==> config.mk <==
export PLATFORM = sky130hd
export DESIGN_NAME = mrb_ctrl
export DESIGN_NICKNAME = d
export VERILOG_FILES = /design/src/inc/mrb_pkg.sv /design/src/design/mrb_ctrl.sv
export SDC_FILE = /design/constraint.sdc
export NUM_CORES = 1
export LEC_CHECK = 0
export BUFFER_PORTS_ARGS = -buffer_cell sky130_fd_sc_hd__buf_2
export CAP_MARGIN = 20
export CORE_ASPECT_RATIO = 1.4
export CORE_MARGIN = 10
export CORE_UTILIZATION = 50
export CTS_BUF_LIST = sky130_fd_sc_hd__clkbuf_8
export DETAILED_ROUTE_END_ITERATION = 16
export PLACE_DENSITY = 0.79
export SYNTH_ARGS = -nofsm -noshare
export SYNTH_HDL_FRONTEND = slang
export SYNTH_SLANG_ARGS = --single-unit
==> constraint.sdc <==
create_clock -name CLK -period 2.03 [get_ports CLK]
set_clock_uncertainty 0.2 [all_clocks]
set_input_delay 0.406 -clock CLK [delete_from_list [all_inputs] [get_ports CLK]]
set_output_delay 0.406 -clock CLK [all_outputs]
set_load 0.02 [all_outputs]
==> src/inc/mrb_pkg.sv <==
`default_nettype none
package mrb_pkg;
  // ==========================================================
  // setting encodings
  typedef enum logic [1:0] {
    FLT_NONE,
    FLT_ONE,
    FLT_TWO
  } mrb_filter_t;
  typedef enum logic [1:0] {
    STOP_DECEL1,
    STOP_COAST2,
    STOP_REGEN3
  } mrb_stop_t;
  // ==========================================================
  // reset values, limits and holding angle
  localparam mrb_filter_t FILTER_RST = FLT_NONE;
  localparam mrb_stop_t STOP_RST = STOP_DECEL1;
  localparam logic DIR_CCW_RST = 1'b0;
  localparam logic MODE_TWO_WIRE_RST = 1'b0;
  localparam logic [8:0] WIDTH_RST = 9'h0c8;
  localparam logic [8:0] WIDTH_MIN = 9'h001;
  localparam logic [8:0] WIDTH_MAX = 9'h190;
  localparam logic HOLD_EN_RST = 1'b0;
  localparam logic signed [7:0] HOLD_LIM_RST = -8'sd1;
  localparam logic [7:0] HOLD_LIM_MAX = 8'h32;
  localparam logic [7:0] HOLD_ANGLE = 8'h0f;
  // ==========================================================
  // grouped settings
  typedef struct packed {
    mrb_filter_t filter;
    mrb_stop_t stop_mode;
    logic dir_ccw;
    logic two_wire;
    logic hold_en;
  } mrb_cfg_t;
endpackage
`default_nettype wire

==> src/design/mrb_ctrl.sv <==
`timescale 1ns/1ps
`default_nettype none
module mrb_ctrl
  import mrb_pkg::*;
(
  input wire logic CLK,
  input wire logic RST_N,
  input wire logic [1:0] SET_FILTER,
  input wire logic [1:0] SET_STOP_MODE,
  input wire logic SET_DIR_CCW,
  input wire logic SET_TWO_WIRE,
  input wire logic [8:0] SET_WIDTH,
  input wire logic SET_HOLD_EN,
  input wire logic signed [7:0] SET_HOLD_LIM,
  input wire logic CONFIGURE,
  input wire logic FORWARD_RUN_INPUT,
  input wire logic REVERSE_RUN_INPUT,
  input wire logic START_INPUT,
  input wire logic RUN_DIRECTION_INPUT,
  input wire logic [11:0] CMD_SPEED,
  input wire logic [11:0] ACT_SPEED,
  input wire logic [7:0] OPDATA_TRQ_LIM,
  input wire logic [7:0] SHAFT_DISP,
  input wire logic STOPPED,
  input wire logic ALARM,
  output logic RUN,
  output logic DIR_CCW,
  output logic [1:0] FILTER,
  output logic [1:0] STOP_MODE,
  output logic SPEED_REACHED_OUTPUT,
  output logic HOLD_ACTIVE,
  output logic [7:0] HOLD_LIMIT
);
  // ==========================================================
  // input synchronisers: three stages, change on 2nd==3rd
  logic [3:0] s1, s2, s3, pin;
  logic [3:0] next_pin;
  always_comb begin
    next_pin = pin;
    for (int i = 0; i < 4; i++) begin
      if (s2[i] == s3[i]) begin
        next_pin[i] = s3[i];
      end
    end
  end
  always_ff @(posedge CLK or negedge RST_N) begin
    if (!RST_N) begin
      s1 <= 4'h0;
      s2 <= 4'h0;
      s3 <= 4'h0;
      pin <= 4'h0;
    end else begin
      s1 <= {RUN_DIRECTION_INPUT, START_INPUT, REVERSE_RUN_INPUT,
             FORWARD_RUN_INPUT};
      s2 <= s1;
      s3 <= s2;
      pin <= next_pin;
    end
  end
  // ==========================================================
  // active settings
  mrb_cfg_t cfg, next_cfg;
  logic [8:0] width, next_width;
  logic signed [7:0] hold_lim, next_hold_lim;
  always_comb begin
    next_cfg = cfg;
    next_width = width;
    next_hold_lim = hold_lim;
    // class A: width and holding limit follow at once
    if (SET_WIDTH >= WIDTH_MIN && SET_WIDTH <= WIDTH_MAX) begin
      next_width = SET_WIDTH;
    end
    // out of range values are ignored, last good value kept
    if (SET_HOLD_LIM >= HOLD_LIM_RST &&
        SET_HOLD_LIM <= $signed(HOLD_LIM_MAX)) begin
      next_hold_lim = SET_HOLD_LIM;
    end
    // class B: filter and stop mode only while stopped
    if (STOPPED) begin
      if (SET_FILTER <= 2'(FLT_TWO)) begin
        next_cfg.filter = mrb_filter_t'(SET_FILTER);
      end
      if (SET_STOP_MODE <= 2'(STOP_REGEN3)) begin
        next_cfg.stop_mode = mrb_stop_t'(SET_STOP_MODE);
      end
    end
    // class C: direction, wiring mode, holding enable
    if (CONFIGURE) begin
      next_cfg.dir_ccw = SET_DIR_CCW;
      next_cfg.two_wire = SET_TWO_WIRE;
      next_cfg.hold_en = SET_HOLD_EN;
    end
  end
  always_ff @(posedge CLK or negedge RST_N) begin
    if (!RST_N) begin
      cfg <= '{FILTER_RST, STOP_RST, DIR_CCW_RST, MODE_TWO_WIRE_RST,
               HOLD_EN_RST};
      width <= WIDTH_RST;
      hold_lim <= HOLD_LIM_RST;
    end else begin
      cfg <= next_cfg;
      width <= next_width;
      hold_lim <= next_hold_lim;
    end
  end
  // ==========================================================
  // run decode and outputs
  logic next_run, next_dir, next_reached, next_hold;
  logic [7:0] next_limit;
  logic [11:0] diff;
  always_comb begin
    next_run = 1'b0;
    next_dir = 1'b0;
    if (cfg.two_wire) begin
      // both inputs on counts as stop
      next_run = pin[0] ^ pin[1];
      next_dir = pin[0] ? cfg.dir_ccw : !cfg.dir_ccw;
    end else begin
      next_run = pin[2];
      next_dir = pin[3] ? cfg.dir_ccw : !cfg.dir_ccw;
    end
    diff = (ACT_SPEED > CMD_SPEED) ? ACT_SPEED - CMD_SPEED
                                   : CMD_SPEED - ACT_SPEED;
    next_reached = (diff <= {3'h0, width});
    // holding limit: opdata clamped to 50 percent, else direct
    if (hold_lim < 0) begin
      next_limit = (OPDATA_TRQ_LIM > HOLD_LIM_MAX) ? HOLD_LIM_MAX
                                                   : OPDATA_TRQ_LIM;
    end else begin
      next_limit = hold_lim[7:0];
    end
    next_hold = cfg.hold_en && STOPPED && !ALARM &&
                (SHAFT_DISP >= HOLD_ANGLE);
  end
  always_ff @(posedge CLK or negedge RST_N) begin
    if (!RST_N) begin
      RUN <= 1'b0;
      DIR_CCW <= 1'b0;
      SPEED_REACHED_OUTPUT <= 1'b0;
      HOLD_ACTIVE <= 1'b0;
      HOLD_LIMIT <= 8'h00;
      FILTER <= 2'h0;
      STOP_MODE <= 2'h0;
    end else begin
      RUN <= next_run;
      DIR_CCW <= next_dir;
      SPEED_REACHED_OUTPUT <= next_reached;
      HOLD_ACTIVE <= next_hold;
      HOLD_LIMIT <= next_limit;
      // ramp filtering lengthens ramps in the drive core
      FILTER <= 2'(cfg.filter);
      // coast mode: core follows decel time if it is longer
      STOP_MODE <= 2'(cfg.stop_mode);
    end
  end
  // ==========================================================
  // checks
  alarm_drops_hold_a: assert property (
    @(posedge CLK) disable iff (!RST_N) ALARM |=> !HOLD_ACTIVE)
    else $error("holding active during alarm");
  reached_window_a: assert property (
    @(posedge CLK) disable iff (!RST_N)
    (diff <= {3'h0, width}) |=> SPEED_REACHED_OUTPUT)
    else $error("speed reached missing inside window");
  reached_drop_a: assert property (
    @(posedge CLK) disable iff (!RST_N)
    (diff > {3'h0, width}) |=> !SPEED_REACHED_OUTPUT)
    else $error("speed reached outside window");
  hold_clamp_a: assert property (
    @(posedge CLK) disable iff (!RST_N) HOLD_LIMIT <= HOLD_LIM_MAX)
    else $error("holding limit above half rated");
  filter_stopped_a: assert property (
    @(posedge CLK) disable iff (!RST_N)
    !$past(STOPPED) |-> $stable(cfg.filter))
    else $error("filter changed while running");
  dir_config_a: assert property (
    @(posedge CLK) disable iff (!RST_N)
    !$past(CONFIGURE) |-> $stable(cfg.dir_ccw))
    else $error("direction changed without configure");
  hold_angle_a: assert property (
    @(posedge CLK) disable iff (!RST_N)
    (SHAFT_DISP < HOLD_ANGLE) |=> !HOLD_ACTIVE)
    else $error("holding below shift angle");
  hold_enable_a: assert property (
    @(posedge CLK) disable iff (!RST_N) !cfg.hold_en |=> !HOLD_ACTIVE)
    else $error("holding while disabled");
  width_range_a: assert property (
    @(posedge CLK) disable iff (!RST_N)
    width >= WIDTH_MIN && width <= WIDTH_MAX)
    else $error("detection width out of range");
  stop_mode_hold_a: assert property (
    @(posedge CLK) disable iff (!RST_N)
    !$past(STOPPED) |-> $stable(cfg.stop_mode))
    else $error("stop mode changed while running");
  both_inputs_stop_a: assert property (
    @(posedge CLK) disable iff (!RST_N)
    (cfg.two_wire && pin[0] && pin[1]) |=> !RUN)
    else $error("run with both two-wire inputs on");
  width_follow_a: assert property (
    @(posedge CLK) disable iff (!RST_N)
    (SET_WIDTH >= WIDTH_MIN && SET_WIDTH <= WIDTH_MAX)
    |=> width == $past(SET_WIDTH))
    else $error("detection width not taken at once");
  limit_opdata_a: assert property (
    @(posedge CLK) disable iff (!RST_N)
    (hold_lim[7] && OPDATA_TRQ_LIM <= HOLD_LIM_MAX)
    |=> HOLD_LIMIT == $past(OPDATA_TRQ_LIM))
    else $error("holding limit not from operation data");
  limit_direct_a: assert property (
    @(posedge CLK) disable iff (!RST_N)
    !hold_lim[7] |=> HOLD_LIMIT == $past(hold_lim[7:0]))
    else $error("programmed holding limit not applied");
endmodule
`default_nettype wire

# Word-level counts from Yosys, hierarchy flattened
# Index checks and enable logic that the tools add are counted.
# totals
reg_bits	56
inputBits	73
output_inout_bits	16
wordCells	55
# op_classes
addsub	2
order_cmp	11
n_eq_ne	4
muxes	7
bitwise_logic	1
n_reduce_logical	9
# op_table
cell	count
12-bit subtractor	2
8-bit 2-to-1 mux	2
12-bit greater-than comparator	1
12-bit by 9-bit <= comparator with 1-bit output	1
12-bit 2-to-1 mux	1
9-bit by 1-bit greater-or-equal comparator with 1-bit output (second input constant)	1
9-bit <= comparator (second input constant)	1
8-bit by 1-bit greater-or-equal comparator with 1-bit output (second input constant)	1
8-bit by 4-bit greater-or-equal comparator with 1-bit output (second input constant)	1
8-bit by 6-bit greater-than comparator with 1-bit output (second input constant)	1
8-bit by 7-bit <= comparator with 1-bit output (second input constant)	1
8-bit by 1-bit less-than comparator with 1-bit output (second input constant)	1
1-bit logical AND	5
1-bit == test	4
2-bit <= comparator (second input constant)	2
1-bit 2-to-1 mux	4
2-bit AND reduction	2
1-bit logical NOT	2
1-bit bitwise XOR	1

# Logic depth before layout (Yosys ltp)
# Gate-level depths: netlist of the first run.
# logic_depth
ltp_word	3
ltp_mapped	19
mapped_depth_nobuf	18

# Least setup slack after synthesis of the first run
# No wires, ideal clock.
# synth_timing
kind	in2reg
startpoint	input ACT_SPEED[0]
endpoint	register SPEED_REACHED_OUTPUT
setup_time_ps	96
arrival_time_ps	3287
required_time_ps	1734
slack_ps	-1553
path_stages	17
path_cell_list	inv_1 ha_1 inv_1 fa_1 a21oi_1 o211a_1 o211ai_1 nand2_1 mux2i_1 xnor2_1 ha_1 a21oi_1 a21oi_1 a2111o_1 a21oi_1 a21oi_1 nor4_2
# synth_via
elab_chain_len	3
elab_cells_between_ends	5
classes_between	add/sub (2); order compare (2); mux (1)
# synth_lines
element	line_no	text
start: declaration	mrb_ctrl.sv:21	input wire logic [11:0] ACT_SPEED,
12-bit subtractor, or another cell as far along	mrb_ctrl.sv:123	: CMD_SPEED - ACT_SPEED;
12-bit 2-to-1 mux *	mrb_ctrl.sv:122	diff = (ACT_SPEED > CMD_SPEED) ? ACT_SPEED - CMD_SPEED
12-bit by 9-bit <= comparator with 1-bit output *	mrb_ctrl.sv:124	next_reached = (diff <= {3'h0, width});
via next_reached	mrb_ctrl.sv:108	logic next_run, next_dir, next_reached, next_hold;
end signal: assignment	mrb_ctrl.sv:147	SPEED_REACHED_OUTPUT <= next_reached;
end: declaration	mrb_ctrl.sv:30	output logic SPEED_REACHED_OUTPUT,
# The timed path passes the listed nets; every way through them passes the cells marked *.
# A chain may end at the register's enable or synchronous reset.

# Worst setup path in the final report of the first run
# Ends and elaborated chain as after synthesis.

==> results of run 1 <==
per-stage QoR:
stage                     utilization (%)  hold WS (ns)  cells  TNS [ns]
after global routing                 71.1       0.00316    581     -1.50
after CTS                            70.2       0.00378    579     -1.21
after detailed placement             67.5         0.142    565     -3.46
final                                71.1        0.0107    581     -1.32
after floorplan                         -       -0.0896    342     -1.51
after global placement               67.5         0.134    565     -3.10
worst min path at each step:
stage / from / endpoint / cells past startpoint
finish: REVERSE_RUN_INPUT / s1[1] / 1
global route: REVERSE_RUN_INPUT / s1[1] / 1
CTS: REVERSE_RUN_INPUT / s1[1] / 1
detailed placement: s1[2] / s2[2] / 0
global placement: s1[2] / s2[2] / 0
floorplan: RST_N / DIR_CCW / 0
cell usage in the layout, fill, tap and decap left out, types with 10 or more instances in the layout:
| cell | count |
|---|---|
| buf_4 | 75 |
| dfrtp_1 | 45 |
| dfstp_2 | 11 |
| nand4_1 | 10 |
| nor2_1 | 19 |
| ha_1 | 29 |
| a21oi_1 | 23 |
| o21ai_0 | 12 |
| nand2_1 | 26 |
| inv_1 | 39 |
| buf_2 | 86 |
registers in the layout, summed over array words and instances, names as in the netlist, 2 cells and up:
| register | flops |
|---|---|
| s3 | 4 |
| s2 | 4 |
| FILTER | 2 |
| cfg | 7 |
| s1 | 4 |
| HOLD_LIMIT | 8 |
| STOP_MODE | 2 |
| pin | 4 |
| width | 9 |
| hold_lim | 8 |
Yosys cell counts, drive strengths merged, types with 2 or more instances:
| master | n |
|---|---|
| a21boi | 2 |
| buf | 9 |
| o22a | 2 |
| nor2b | 7 |
| a31oi | 3 |
| a21oi | 30 |
| mux2 | 9 |
| nor4 | 2 |
| nand3b | 2 |
| nand4 | 10 |
| xor2 | 5 |
| o21ai | 20 |
| nor2 | 19 |
| inv | 40 |
| a211o | 3 |
| nand2 | 27 |
| o211ai | 3 |
| a21o | 8 |
| nor3 | 3 |
| dfrtp | 45 |
| a211oi | 5 |
| maj3 | 4 |
| o31ai | 2 |
| xnor2 | 7 |
| nand3 | 5 |
| fa | 2 |
| mux2i | 9 |
| ha | 32 |
| dfstp | 11 |
cells by family after synthesis:
kind of cell / Yosys count / synth area share (%)
AO/OA/AOI/OAI: 87 / 16.8
AND/OR/NAND/NOR: 80 / 11.5
buffers and inverters: 50 / 6.30
flip-flops: 56 / 42.2
adder cells (fa/ha/maj): 38 / 14.3
other: 1 / 0.112
multiplexers: 18 / 5.70
XOR/XNOR: 12 / 3.13
metal layers:
metal / vias up / wire length (um) / part of all wire, % / global-route usage, %
li1: 1521 / - / - / -
met1: 1469 / 3270 / 38 / 16.9
met2: 90 / 4540 / 53 / 29.8
met3: 20 / 448 / 5.3 / 2.84
met4: 0 / 278 / 3.3 / 6.81
met5: - / 0 / 0 / 0
what timing repair did:
item	in CTS	in global routing
hold buffers	1	0
gates resized for setup	8	11
setup buffers	5	2
pin swaps	9	5
endpoints found under the hold margin	45	0
setup endpoints to repair	1	1
report_power, final:
part           switching (mW)  total, mW  leakage (nW)  internal, mW
Combinational           0.553       1.10          1.71         0.543
Clock                   0.323      0.557        0.0430         0.235
Sequential             0.0482       1.30         0.650          1.25
Total                   0.924       2.95          2.40          2.03
final cells by class:
type                    count  area, um2
flip-flops and latches     56       1420
fillers                   482       1900
inverters                  40        163
clock buffers               5       68.8
well taps                  74       92.6
repair buffers            167       1080
multi-input cells         236       1840
clock inverters             3       15.0
==> flow_metrics.env, run 1 <==
export IMPL_outcome="finished with violations"
export IMPL_violations="setup timing"
export IMPL_cp_num_buf_inv=4
export IMPL_antennaDiodeCount=0
export IMPL_final_nets=613
export IMPL_via_count=3100
export IMPL_path_max_fanout=5
export IMPL_p_total_mw=2.95
export IMPL_cp_num_cells=19
export IMPL_ios=89
export IMPL_reg2reg_slack_ns=-0.07
export IMPL_syn_num_nets=449
export IMPL_synthCells=342
export IMPL_vias_per_cell=5.34
export IMPL_critPathTopFamily="compound AO/OA/AOI/OAI gates"
export IMPL_synth_area_leaders="dfrtp_1 (34%), ha_1 (12%), dfstp_2 (8.6%)"
export IMPL_drt_wl_total_mm=8.53
export IMPL_place_congestion=0.945
export IMPL_fmax_mhz=299
export IMPL_setup_viol=1
export IMPL_endpoint_kind="register"
export IMPL_dpl_worst_slack_ns=-1.70
export IMPL_power_density_mw_per_mm2=633
export IMPL_period_needed_ns=3.35
export IMPL_cts_buffer_depth=2
export IMPL_cts_htree_levels=2
export IMPL_cts_made_buffers=5
export IMPL_antenna_left=0
export IMPL_die_area_mm2=0.0104
export IMPL_synth_warnings=0
export IMPL_die_w_um=89.3
export IMPL_synthArstFlopShare_pct=100
export IMPL_rr_startpoint="width[3]"
export IMPL_synth_ff_type="dfrtp_1"
export IMPL_fin_ws_ns=-1.32
export IMPL_critPathLaunch="ACT_SPEED[0]"
export IMPL_power_leakage_nw=2.40
export IMPL_overflow=0
export IMPL_endpoint="SPEED_REACHED_OUTPUT"
export IMPL_io_buffers=88
export IMPL_start_kind="primary input"
export IMPL_r2r_cells=8
export IMPL_cts_tree="done"
export IMPL_ir_drop_mv=0.419
export IMPL_cpMostUsedCell="a21oi_2"
export IMPL_drc=0
export IMPL_rsz0062_at_grt="true"
export IMPL_start_util_pct=51.1
export IMPL_drt_iter0_markers=95
export IMPL_seq_area_frac_synth_pct=42.2
export IMPL_holdCritPathClass="in -> reg"
export IMPL_hold_violations=0
export IMPL_clock_sinks=56
export IMPL_clockRootBuffer="clkbuf_8"
export IMPL_cp_slowest_cell="fa_2"
export IMPL_die_h_um=117
export IMPL_grtUsageTotal_pct=16.0
export IMPL_dp_hpwl_mm=6.95
export IMPL_grt_antenna_before_repair=0
export IMPL_wl_per_cell_um=14.7
export IMPL_synth_cell_types=50
export IMPL_syn_to_final_growth_pct=39.1
export IMPL_worstPathRequired_ns=2.04
export IMPL_path_class="in -> reg"
export IMPL_drt_pass1_iter_count=4
export IMPL_critical_path_arrival_ns=3.36
export IMPL_netlist_area_leader_share_pct=33.5
export IMPL_period_share_pct=165
export IMPL_avgSynthCellArea_um2=9.82
export IMPL_cp_cell_sequence="buf_12 -> inv_12 -> ha_4 -> inv_2 -> fa_2 -> a21oi_2 -> o211a_1 -> o211ai_1 -> nand2_2 -> buf_6 -> mux2i_2 -> xor2_1 -> ha_1 -> nand4_1 -> a21oi_2 -> a2111o_1 -> a21oi_2 -> a21oi_2 -> nor4_2"
export IMPL_r2r_end="SPEED_REACHED_OUTPUT"
export IMPL_ys_seq_elements=56
export IMPL_insertion_delay_ns=0.30
export IMPL_drv_cap=0
export IMPL_rows=35
export IMPL_core_mm2=0.00657
export IMPL_yosysTopAreaCell="dfrtp_1"
export IMPL_placed_cell_area_mm2=0.00443
export IMPL_layout_drive_gt1_share_pct=42.8
export IMPL_clk_pin_slew_ns=0.09
export IMPL_design_area_mm2=0.00467
export IMPL_netlist_area_mm2=0.00336
export IMPL_grt_pass1_wl_mm=13.7
export IMPL_finalMaxSlewViolations=0
export IMPL_grt_pass1_vias=3226
export IMPL_grt_max_degree=57
export IMPL_synth_edf_count=0
export IMPL_cpPeakStageDelay_ns=0.34
No activity file was read; power rests on OpenSTA's default activity.
==> run 2: changes to the inputs <==
--- a/config.mk
+++ b/config.mk
@@ -12,7 +12,7 @@
 export CORE_UTILIZATION = 50
 export CTS_BUF_LIST = sky130_fd_sc_hd__clkbuf_8
 export DETAILED_ROUTE_END_ITERATION = 16
-export PLACE_DENSITY = 0.79
+export PLACE_DENSITY_LB_ADDON = 0.08
 export SYNTH_ARGS = -nofsm -noshare
 export SYNTH_HDL_FRONTEND = slang
 export SYNTH_SLANG_ARGS = --single-unit
==> flow_metrics.env, run 2 (same netlist as run 1, synthesis figures left out) <==
export IMPL_outcome="finished with violations"
export IMPL_violations="setup timing"
export IMPL_drv_cap=0
export IMPL_drt_pass1_iter_count=5
export IMPL_die_h_um=117
export IMPL_top_layer_used="met4"
export IMPL_regMostFlops="width"
export IMPL_holdCritPathClass="in -> reg"
export IMPL_drc=0
export IMPL_period_needed_ns=3.30
export IMPL_rows=35
export IMPL_cts_made_buffers=5
export IMPL_period_share_pct=163
export IMPL_layout_drive_gt1_share_pct=41.6
export IMPL_via_count=2923
export IMPL_cp_slowest_cell="a2111o_1"
export IMPL_cpMostUsedCell="a21oi_2"
export IMPL_cts_tree="done"
export IMPL_grt_pass1_wl_mm=13.7
export IMPL_core_mm2=0.00657
export IMPL_start_kind="primary input"
export IMPL_wl_met2_mm=4.81
export IMPL_grt_max_degree=22
export IMPL_dr_wl_met3_um=316
export IMPL_fmax_mhz=303
export IMPL_power_density_mw_per_mm2=630
export IMPL_die_area_mm2=0.0104
export IMPL_top_regs="width x9, HOLD_LIMIT x8, hold_lim x8"
export IMPL_cp_cell_sequence="buf_12 -> inv_12 -> ha_4 -> inv_2 -> fa_2 -> a21oi_2 -> o211a_1 -> o211ai_1 -> nand2_2 -> mux2i_1 -> xor2_1 -> ha_1 -> a21oi_1 -> nor2_1 -> a2111o_1 -> a21oi_2 -> a21oi_2 -> nor4_2"
export IMPL_power_leakage_nw=2.40
export IMPL_clock_sinks=56
export IMPL_start_util_pct=51.1
export IMPL_hold_violations=0
export IMPL_setup_viol=1
export IMPL_endpoint_kind="register"
export IMPL_grt_antenna_before_repair=0
export IMPL_drt_wl_total_mm=8.44
export IMPL_largest_reg_flops=9
export IMPL_wl_per_cell_um=14.6
export IMPL_path_max_fanout=6
export IMPL_rsz0062_at_grt="true"
export IMPL_finalMaxSlewViolations=0
export IMPL_cts_htree_levels=2
export IMPL_path_class="in -> reg"
export IMPL_fin_setup_tns_ns=-1.27
export IMPL_cts_buffer_depth=2
export IMPL_cp_num_buf_inv=3
export IMPL_overflow=0
export IMPL_vias_per_cell=5.07
export IMPL_dpl_worst_slack_ns=-1.71
export IMPL_clk_pin_slew_ns=0.10
export IMPL_fin_ws_ns=-1.27
export IMPL_io_buffers=88
export IMPL_place_congestion=0.855
export IMPL_m1WireLength_mm=3.15
export IMPL_grtUsageTotal_pct=16.5
export IMPL_max_slew_worst_pin_slew_ns=0.518
export IMPL_drt_iter0_markers=97
export IMPL_dp_hpwl_mm=7.25
export IMPL_slew_headroom_pct=65.5
export IMPL_mostFrequentLayoutCells="buf_2 (87), buf_4 (72), dfrtp_1 (45)"
export IMPL_syn_to_final_growth_pct=38.3
export IMPL_antennaDiodeCount=0
export IMPL_critical_path_arrival_ns=3.32
export IMPL_clockRootBuffer="clkbuf_8"
export IMPL_ir_drop_mv=0.319
export IMPL_insertion_delay_ns=0.30
export IMPL_fill_cells=542
export IMPL_final_nets=609
export IMPL_reg2reg_slack_ns=-0.04
export IMPL_critPathTopFamily="compound AO/OA/AOI/OAI gates"
export IMPL_grt_pass1_vias=3100
export IMPL_antenna_left=0
export IMPL_layout_commonest_cell="buf_2"
export IMPL_die_w_um=89.3
export IMPL_worstPathRequired_ns=2.05
export IMPL_cpPeakStageDelay_ns=0.37
export IMPL_ios=89
[run 2: repair_timing]
| action | in CTS | in global routing |
|---|---|---|
| endpoints found under the hold margin | 18 | 0 |
| resized for setup | 2 | 13 |
| hold buffers | 1 | 0 |
| pin swaps | 9 | 5 |
| endpoints found under the setup margin | 1 | 1 |
| buffers inserted | 3 | 0 |
| cloned | 0 | 0 |
[run 2: per-stage QoR]
stage	std cells	cell area, um2	utilization, %	power, mW	hold slack [ns]
finish	577	4640	70.7	2.92	0.00819
global route	577	4640	70.7	3.12	0.000197
CTS	577	4570	69.5	2.92	0.00216
detailed placement	565	4450	67.7	2.34	0.136
global placement	565	4450	67.7	2.31	0.136
floorplan	342	3430	-	1.91	-0.0896
[run 2: path summary, 6_finish.rpt]
check                             startpoint              endpoint  cells past startpoint
min in group asynchronous              RST_N             FILTER[0]                      2
max in group asynchronous              RST_N           hold_lim[0]                      3
worst min-delay path             START_INPUT                 s1[2]                      1
worst max register to register      width[3]  SPEED_REACHED_OUTPUT                      8
worst max-delay path            ACT_SPEED[0]  SPEED_REACHED_OUTPUT                     18
worst min register to register         s1[3]                 s2[3]                      0
[run 2: final cells by class]
type                       count  area, um2  area share [%]
clock buffer                   5       68.8            1.48
clock inverter                 3       16.3           0.350
inverter                      40        163            3.50
multi-input combinational    236       1840            39.6
sequential                    56       1420            30.5
tap                           74       92.6            1.99
timing repair buffer         163       1050            22.5
[run 2: per-layer routing]
| layer | global-route usage, % | vias to the layer above |
|---|---|---|
| li1 | - | 1507 |
| met2 | 32.7 | 57 |
| met3 | 1.80 | 10 |
| met4 | 5.64 | 0 |
| met5 | 0 | - |
| met1 | 17.0 | 1349 |
[run 2: worst reg2reg max path: cells and delay by family (launching register included)]
family                   cells  cell delay, ns
adder cells (fa/ha/maj)      1            0.32
flip-flops                   1            0.52
AO/OA/AOI/OAI                5            0.77
AND/OR/NAND/NOR              1            0.13
buffers and inverters        1            0.05
[run 2: where the power goes]
group / leakage (nW) / internal (mW) / total (mW) / switching, mW
Combinational: 1.69 / 0.527 / 1.06 / 0.532
Clock: 0.0507 / 0.237 / 0.565 / 0.328
Sequential: 0.650 / 1.25 / 1.30 / 0.0476
Total: 2.40 / 2.02 / 2.92 / 0.908
